### src/inc/pdwr_pkg.sv
// package: constants and types for the power-down / wake-up / io block
package pdwr_pkg;
    localparam int          PDWR_PINS       = 8;
    localparam int          PDWR_AW         = 3;
    // register offsets
    localparam logic [2:0]  PDWR_A_DATA     = 3'h0;
    localparam logic [2:0]  PDWR_A_DIR      = 3'h1;
    localparam logic [2:0]  PDWR_A_PULL     = 3'h2;
    localparam logic [2:0]  PDWR_A_WAKE_EN  = 3'h3;
    localparam logic [2:0]  PDWR_A_MISC     = 3'h4;
    localparam logic [2:0]  PDWR_A_CMD      = 3'h5;
    localparam logic [2:0]  PDWR_A_STATUS   = 3'h6;
    // field positions
    localparam int          PDWR_MISC_FAST  = 0;
    localparam int          PDWR_CMD_EXE    = 0;
    localparam int          PDWR_CMD_SYS    = 1;
    localparam int          PDWR_ODR_PIN    = 5;
    localparam int          PDWR_EXTI_PIN   = 0;
    // reset values
    localparam logic [7:0]  PDWR_RST_DATA   = 8'h00;
    localparam logic [7:0]  PDWR_RST_DIR    = 8'h00;
    localparam logic [7:0]  PDWR_RST_PULL   = 8'h00;
    localparam logic [7:0]  PDWR_RST_WAKE   = 8'h00;
    localparam logic [7:0]  PDWR_RST_MISC   = 8'h00;
    // wake delays in low-speed oscillator periods
    localparam int          PDWR_SLOW_WAKE  = 2048;
    localparam int          PDWR_FAST_WAKE  = 32;
    localparam int          PDWR_CNT_W      = 12;
    // low-speed oscillator tick: divider of the 10 MHz system clock
    localparam int          PDWR_CLK_HZ     = 10000000;
    localparam int          PDWR_LS_HZ      = 1000000;
    localparam int          PDWR_LS_DIV     = PDWR_CLK_HZ / PDWR_LS_HZ;

    typedef enum logic [3:0] {
        PDWR_ST_RUN  = 4'b0001,
        PDWR_ST_EXE  = 4'b0010,
        PDWR_ST_SYS  = 4'b0100,
        PDWR_ST_WAKE = 4'b1000
    } pdwr_state_type;

    typedef struct packed {
        logic [7:0] out;
        logic [7:0] oe_n;
        logic [7:0] pull;
    } pdwr_pad_type;

    typedef struct packed {
        logic       hs_osc_en;
        logic       ls_osc_en;
        logic       sys_clk_en;
        logic       prog_mem_en;
    } pdwr_pwr_type;
endpackage

### src/verilog/pdwr_ls_tick.sv
// low-speed oscillator model: one-cycle tick from a divider, gated by enable
`timescale 1ns/100ps
module pdwr_ls_tick
    import pdwr_pkg::*;
#(
    parameter int DIV = PDWR_LS_DIV
)(
    // clock and reset
    input  wire logic clk_sys_i,
    input  wire logic rst_n_i,
    // control
    input  wire logic run_i,
    output logic      tick_o
);
    logic [15:0] cnt;

    // counter is 16 bits wide, so larger dividers cannot be served
    if (DIV < 1 || DIV > 65535)
    begin : g_bad_div
        $error("pdwr_ls_tick: DIV out of range");
    end

    // a stopped oscillator restarts from zero phase
    always_ff @(posedge clk_sys_i or negedge rst_n_i)
    begin
        if (!rst_n_i)
        begin
            cnt    <= 16'h0000;
            tick_o <= 1'b0;
        end
        else if (!run_i)
        begin
            cnt    <= 16'h0000;
            tick_o <= 1'b0;
        end
        else if (cnt == 16'(DIV - 1))
        begin
            cnt    <= 16'h0000;
            tick_o <= 1'b1;
        end
        else
        begin
            cnt    <= cnt + 16'h0001;
            tick_o <= 1'b0;
        end
    end
endmodule // pdwr_ls_tick

### src/verilog/pdwr_sync.sv
// two-flop synchroniser for pad levels
`timescale 1ns/100ps
module pdwr_sync
    import pdwr_pkg::*;
#(
    parameter int WIDTH = 8
)(
    // clock and reset
    input  wire logic             clk_sys_i,
    input  wire logic             rst_n_i,
    // data
    input  wire logic [WIDTH-1:0] async_i,
    output logic      [WIDTH-1:0] sync_o
);
    logic [WIDTH-1:0] stage1;

    // refused at elaboration, not at run time
    if (WIDTH < 1)
    begin : g_bad_width
        $error("pdwr_sync: WIDTH must be positive");
    end

    always_ff @(posedge clk_sys_i or negedge rst_n_i)
    begin
        if (!rst_n_i)
        begin
            stage1 <= '0;
            sync_o <= '0;
        end
        else
        begin
            stage1 <= async_i;
            sync_o <= stage1;
        end
    end
endmodule // pdwr_sync

### src/verilog/pdwr_top.sv
// power-down, wake-up sequencing and port pin control
// Operation
// - deep power-down stops both oscillators at once
// - deep power-down cuts program memory, keeps state
// - deep power-down wakes only on enabled pin toggle
// - pin wake resumes after suspend, no reset
// - timer wake only in light power-save
// - slow wake waits 2048 low-speed periods
// - fast wake option waits 32 low-speed periods
// - input pin pull-up follows pull-up bit
// - output pin drives data, pull-up if bit
// - output low always drops pull-up
// - data read gives latch or pad level
// - reset-capable pin drives only low, open-drain
// - any reset loads defaults and restarts; only arst_n_i does so, ext_reset_i/wdt_reset_i just drive mem_retain_o
// - data memory kept over pin/watchdog reset
// - light power-save gates system clock and program memory
// - light power-save wakes on timer match
`timescale 1ns/100ps
module pdwr_top
    import pdwr_pkg::*;
#(
    parameter int LS_DIV = PDWR_LS_DIV
)(
    // clock and reset
    input  wire logic                 clk_sys_i,
    input  wire logic                 arst_n_i,
    // register port
    input  wire logic [PDWR_AW-1:0]   addr_i,
    input  wire logic [7:0]           wdata_i,
    input  wire logic                 wr_i,
    input  wire logic                 rd_i,
    output logic      [7:0]           rdata_o,
    // pads
    input  wire logic [PDWR_PINS-1:0] pad_i,
    output pdwr_pad_type              pad_o,
    // wake sources and reset cause
    input  wire logic                 timer_match_i,
    input  wire logic                 ext_reset_i,
    input  wire logic                 wdt_reset_i,
    // power control
    output pdwr_pwr_type              pwr_o,
    output logic                      mem_retain_o
);
    ////////////////////////////////////////////////////////////////////
    logic           rst_s1;
    logic           rst_n;
    logic [7:0]     pad_s;
    logic [7:0]     data_latch;
    logic [7:0]     dir;
    logic [7:0]     pull;
    logic [7:0]     wake_en;
    logic [7:0]     misc;
    logic [7:0]     entry_lvl;
    logic [11:0]    wcnt;
    logic           ls_tick;
    logic           was_sys;
    logic           rst_seen;
    pdwr_state_type state;
    pdwr_state_type next_state;

    // reset release: two flops, everything else uses rst_n
    always_ff @(posedge clk_sys_i or negedge arst_n_i)
    begin
        if (!arst_n_i)
        begin
            rst_s1 <= 1'b0;
            rst_n  <= 1'b0;
        end
        else
        begin
            rst_s1 <= 1'b1;
            rst_n  <= rst_s1;
        end
    end

    pdwr_sync #(.WIDTH(PDWR_PINS)) u_pad_sync (
        .clk_sys_i (clk_sys_i),
        .rst_n_i   (rst_n),
        .async_i   (pad_i),
        .sync_o    (pad_s)
    );

    ////////////////////////////////////////////////////////////////////
    // register decode
    wire wr_data = wr_i && addr_i == PDWR_A_DATA;
    wire wr_dir  = wr_i && addr_i == PDWR_A_DIR;
    wire wr_pull = wr_i && addr_i == PDWR_A_PULL;
    wire wr_wake = wr_i && addr_i == PDWR_A_WAKE_EN;
    wire wr_misc = wr_i && addr_i == PDWR_A_MISC;
    wire wr_cmd  = wr_i && addr_i == PDWR_A_CMD;
    wire cmd_sys = wr_cmd && wdata_i[PDWR_CMD_SYS];
    wire cmd_exe = wr_cmd && wdata_i[PDWR_CMD_EXE] && !cmd_sys;
    wire fast    = misc[PDWR_MISC_FAST];

    // latch for outputs, pad for inputs
    wire [7:0] data_view = (dir & data_latch) | (~dir & pad_s);
    wire [7:0] status_v  = {3'h0, rst_seen, state};
    wire [7:0] rd_mux =
        (addr_i == PDWR_A_DATA)    ? data_view :
        (addr_i == PDWR_A_DIR)     ? dir       :
        (addr_i == PDWR_A_PULL)    ? pull      :
        (addr_i == PDWR_A_WAKE_EN) ? wake_en   :
        (addr_i == PDWR_A_MISC)    ? misc      :
        (addr_i == PDWR_A_STATUS)  ? status_v  : 8'h00;

    // registers take defaults on every arst_n_i reset, not on ext_reset_i or wdt_reset_i
    always_ff @(posedge clk_sys_i or negedge rst_n)
    begin
        if (!rst_n)
        begin
            data_latch <= PDWR_RST_DATA;
            dir        <= PDWR_RST_DIR;
            pull       <= PDWR_RST_PULL;
            wake_en    <= PDWR_RST_WAKE;
            misc       <= PDWR_RST_MISC;
            rdata_o    <= 8'h00;
        end
        else
        begin
            if (wr_data) data_latch <= wdata_i;
            if (wr_dir)  dir        <= wdata_i;
            if (wr_pull) pull       <= wdata_i;
            if (wr_wake) wake_en    <= wdata_i;
            if (wr_misc) misc       <= wdata_i;
            rdata_o <= rd_i ? rd_mux : 8'h00;
        end
    end

    ////////////////////////////////////////////////////////////////////
    // pad drive
    wire [7:0] drv_hi  = dir & data_latch;
    wire [7:0] drv_lo  = dir & ~data_latch;
    // pull-up on per bit, but never while driving low
    wire [7:0] pull_on = pull & ~drv_lo;
    // open-drain pin never drives high
    wire [7:0] od_mask = 8'(1) << PDWR_ODR_PIN;
    wire [7:0] oe_n_v  = ~((dir & ~od_mask) | (drv_lo & od_mask));
    wire [7:0] out_v   = drv_hi & ~od_mask;

    always_ff @(posedge clk_sys_i or negedge rst_n)
    begin
        if (!rst_n)
            pad_o <= '{out: 8'h00, oe_n: 8'hFF, pull: 8'h00};
        else
            pad_o <= '{out: out_v, oe_n: oe_n_v, pull: pull_on};
    end

    ////////////////////////////////////////////////////////////////////
    // wake detection and sequencing
    wire toggle  = |((pad_s ^ entry_lvl) & wake_en & ~dir);
    wire t_wake  = timer_match_i && state == PDWR_ST_EXE;
    wire [11:0] wlen = fast ? 12'(PDWR_FAST_WAKE - 1)
                            : 12'(PDWR_SLOW_WAKE - 1);
    wire ls_run  = state != PDWR_ST_SYS;

    pdwr_ls_tick #(.DIV(LS_DIV)) u_ls (
        .clk_sys_i (clk_sys_i),
        .rst_n_i   (rst_n),
        .run_i     (ls_run),
        .tick_o    (ls_tick)
    );

    always_comb
    begin
        next_state = state;
        unique case (state)
            PDWR_ST_RUN:
                if (cmd_sys)
                    next_state = PDWR_ST_SYS;
                else if (cmd_exe)
                    next_state = PDWR_ST_EXE;
            PDWR_ST_EXE:
                if (toggle || t_wake)
                    next_state = PDWR_ST_WAKE;
            PDWR_ST_SYS:
                if (toggle)
                    next_state = PDWR_ST_WAKE;
            PDWR_ST_WAKE:
                if (ls_tick && wcnt == wlen)
                    next_state = PDWR_ST_RUN;
            default:
                next_state = PDWR_ST_RUN;
        endcase
    end

    // entry level sampled on the command so toggles compare against it
    always_ff @(posedge clk_sys_i or negedge rst_n)
    begin
        if (!rst_n)
        begin
            state     <= PDWR_ST_RUN;
            entry_lvl <= 8'h00;
            wcnt      <= 12'h000;
            was_sys   <= 1'b0;
        end
        else
        begin
            state <= next_state;
            if (state == PDWR_ST_RUN)
            begin
                entry_lvl <= pad_s;
                was_sys   <= cmd_sys;
            end
            if (state != PDWR_ST_WAKE)
                wcnt <= 12'h000;
            else if (ls_tick)
                wcnt <= wcnt + 12'h001;
        end
    end

    // power outputs: suspend never touches register contents
    wire sys_clk_v = state == PDWR_ST_RUN;
    wire hs_v = !(state == PDWR_ST_SYS ||
                 (state == PDWR_ST_WAKE && was_sys));
    always_ff @(posedge clk_sys_i or negedge rst_n)
    begin
        if (!rst_n)
        begin
            pwr_o        <= '{1'b1, 1'b1, 1'b1, 1'b1};
            mem_retain_o <= 1'b0;
            rst_seen     <= 1'b0;
        end
        else
        begin
            pwr_o.hs_osc_en   <= hs_v;
            pwr_o.ls_osc_en   <= ls_run;
            pwr_o.sys_clk_en  <= sys_clk_v;
            pwr_o.prog_mem_en <= sys_clk_v;
            // memory kept only for pin/watchdog causes, follows their levels
            mem_retain_o <= ext_reset_i || wdt_reset_i;
            rst_seen     <= 1'b1;
        end
    end
endmodule // pdwr_top
### config.mk
export PLATFORM = sky130hd
export DESIGN_NAME = pdwr_top
export DESIGN_NICKNAME = d
export VERILOG_FILES = /design/src/inc/pdwr_pkg.sv /design/src/verilog/pdwr_ls_tick.sv /design/src/verilog/pdwr_sync.sv /design/src/verilog/pdwr_top.sv
export SDC_FILE = /design/constraint.sdc
export NUM_CORES = 1
export LEC_CHECK = 0
export BUFFER_PORTS_ARGS = -buffer_cell sky130_fd_sc_hd__buf_2
export CORE_MARGIN = 4
export CORE_UTILIZATION = 62
export DETAILED_ROUTE_END_ITERATION = 6
export GPL_ROUTABILITY_DRIVEN = 0
export GPL_TIMING_DRIVEN = 0
export MAX_ROUTING_LAYER = met4
export PLACE_DENSITY = 0.84
export SYNTH_ARGS = -nofsm -noshare
export SYNTH_HDL_FRONTEND = slang
export SYNTH_SLANG_ARGS = --single-unit
### constraint.sdc
create_clock -name clk_sys_i -period 7.1 [get_ports clk_sys_i]
set_input_delay 1.775 -clock clk_sys_i [delete_from_list [all_inputs] [get_ports clk_sys_i]]
set_output_delay 1.775 -clock clk_sys_i [all_outputs]
set_load 0.01 [all_outputs]
==> results.md <==
* Post-CTS Resized at 0
* Unrepaired setup endpoints after global routing: no
* CTS Buffer Depth at 2
* Drt wl/cell at 18.2 µm
* Worst setup margin at 3730 ps
* First DRT Iteration DRCs at 327
* Final Max Tran Viols at 0
* Final Cycle Share at 0.475
* Clock latency on the worst-skew pair at 510 ps
* Cells after Synth at 491
* Worst Setup Start Kind: input pin
* EDFF count, synth at 0
* Routed vias/inst at 6.02
* Die area at 0.0107 mm²
* DRT Pass-1 Iters at 6
* Core area at 0.00876 mm²
* Commonest non-fill, non-tap cells in the layout: dfrtp_1, buf_2, nor2_1
* CTS sink cnt at 136
* Least-Margin Pin Slew at 975 ps
* Worst vdd ir at 0.000258 V
* Vias at 4179
* Post-Syn Area at 0.00564 mm²
* Total power at 2.35 mW
* First-pass GRT wire length at 20600 µm
* Layout area overhead at 18.9%
* IO Count at 63
* Grt ovf at 0
* Max stage delay cell, worst path: nor3_1
* FMAX at 296 MHz
* CP max stage delay at 660 ps
* Vias in the first global route at 4141
* Average size of a mapped cell at 11.5 µm²
* Yosys top cell area share at 0.550
* Final Hold Vio Count at 0
* HPWL after detailed placement at 8230 µm
* Setup TNS at 0 ps
* Die H at 103 µm
* CP Class: in -> reg
* Finish-stage setup viols at 0
* # Max-Cap Violations at 0
* Row count at 34
* DRC at 0
* Seq/Total Area, Yosys at 0.606
* #FFs+latches synth at 136
* Total GRT Usage at 0.263
* Synth warnings at 0
* Most common cell after layout, fill and taps aside: dfrtp_1
* Post-CTS Setup Bufs at 0
* Status: completed
* Layout cell share with drive strength beyond 1 at 0.253
* Synth async-reset ratio at 1.00
* Initial Util at 0.643
* Period minus WS final at 3370 ps
* Netlist cell types at 52
* Relative slew slack at 0.346
* Pleak at 3.08 nW
* Worst path cell trace: buf_2, nor3_1, and2_0, clkbuf_1, clkbuf_1, o21ai_0
* CTS Buf Count at 17
* Top FF cell, synth: dfrtp_1
* Routed WL at 12600 µm
* Max FO, Critical Path at 10
* Critical path data required time at 7460 ps
* Clock Tree Root: clkbuf_8
* PortBufs at 61
* Hold WC Path Type: reg -> reg
* Yosys top cell by area: dfrtp_1
* Layout Skew at 6.51 ps
* Synth top area cells: dfrtp_1, mux2_2, dfstp_2
* Most common cell on crit path: clkbuf_1
* Endpoint type of the worst setup path: flop
* Hold WS at 347 ps
* Antenna violations before repair at 0
* Diode count at 0
* Hold buffer count at CTS at 0
* Crit path DAT at 3730 ps
* ANT nets after route at 0
* Power Density at 351 mW/mm²
* CTS tree: built
* Largest net degree at the start of global routing at 76
* H-tree depth at 4
* Nets at 602
* DIE WIDTH at 103 µm
* Clock-pin slew on the worst setup and hold paths at 60 ps
* Pre-CTS setup slack at 3290 ps
## path summary, 6_finish.rpt
kind	startpoint	end	slack [ps]	cells after the start
worst min register to register	u_pad_sync.stage1[5]	u_pad_sync.sync_o[5]	350	0
worst min-delay path	u_pad_sync.stage1[5]	u_pad_sync.sync_o[5]	350	0
min in group asynchronous	rst_n	u_ls.tick_o	410	0
worst max register to register	state[0]	entry_lvl[3]	4780	4
max in group asynchronous	rst_n	pad_o[13]	5830	1
worst max-delay path	addr_i[1]	data_latch[0]	3730	6
## critical path: cells and delay by family
kind,cells,cell delay [ps]
AO/OA/AOI/OAI,1,170
buffers and inverters,3,920
AND/OR/NAND/NOR,2,870
## layout make-up
| cell class | count | area, µm² |
|---|---|---|
| buffer | 22 | 104 |
| clock buffer | 20 | 435 |
| clock inverter | 12 | 153 |
| fill | 552 | 2060 |
| inverter | 29 | 109 |
| multi-input combinational | 305 | 2010 |
| sequential | 136 | 3420 |
| tap | 108 | 135 |
| timing repair buffer | 62 | 333 |
## stage by stage
| step | cells | utilization | cell area [µm²] |
|---|---|---|---|
| after global routing | 694 | 0.765 | 6700 |
| after floorplan | 492 | - | 5640 |
| final | 694 | 0.765 | 6700 |
| after global placement | 661 | 0.694 | 6080 |
| after CTS | 694 | 0.765 | 6700 |
| after detailed placement | 662 | 0.697 | 6110 |
## registers in the layout (all words and copies together) (netlist names), 3 cells and up
| signal | flops |
|---|---|
| rdata_o | 8 |
| state | 4 |
| misc | 8 |
| u_pad_sync.sync_o | 8 |
| pull | 8 |
| u_pad_sync.stage1 | 8 |
| pwr_o | 3 |
| wake_en | 8 |
| dir | 8 |
| pad_o | 23 |
| u_ls.cnt | 16 |
| wcnt | 12 |
| data_latch | 8 |
| entry_lvl | 8 |
## cell usage after synthesis, types with 3 or more instances
master / n
a311oi_1: 4
nand3_1: 13
o2111ai_1: 3
mux2_2: 29
dfrtp_1: 124
o22ai_1: 3
xor2_1: 20
and3_1: 12
buf_2: 5
xnor2_1: 14
o21ai_0: 30
nor2_1: 39
mux2i_1: 7
nor2b_1: 7
ha_1: 3
nor4_1: 6
clkbuf_1: 13
or3_1: 4
nand4_1: 3
nand2_1: 38
a21boi_0: 8
and2_1: 4
nor3_1: 3
inv_1: 29
a22oi_1: 3
o211ai_1: 4
a21oi_1: 20
dfstp_2: 12
## kinds of logic after synthesis
kind of cell / after synthesis / share of synthesized area
compound gates: 86 / 0.0979
other cells: 2 / 0.00133
buf+inv: 51 / 0.0377
mux: 36 / 0.0704
flops: 136 / 0.606
fa+ha+maj: 3 / 0.00666
simple gates: 143 / 0.127
xor+xnor: 34 / 0.0528
## power by group
group	switching, mW	internal, mW	total (mW)	leakage, nW
logic	0.246	0.208	0.455	1.11
clock network	0.322	0.544	0.866	0.289
registers	0.103	0.931	1.03	1.68
total	0.672	1.68	2.35	3.08
## layer usage
metal	vias up	global-route usage	wire, µm
met1	2063	0.345	5120
met5	-	-	0
met4	0	0.109	331
met2	221	0.401	6240
met3	47	0.0584	946
li1	1848	-	-
(Power assumes the default switching activity.)
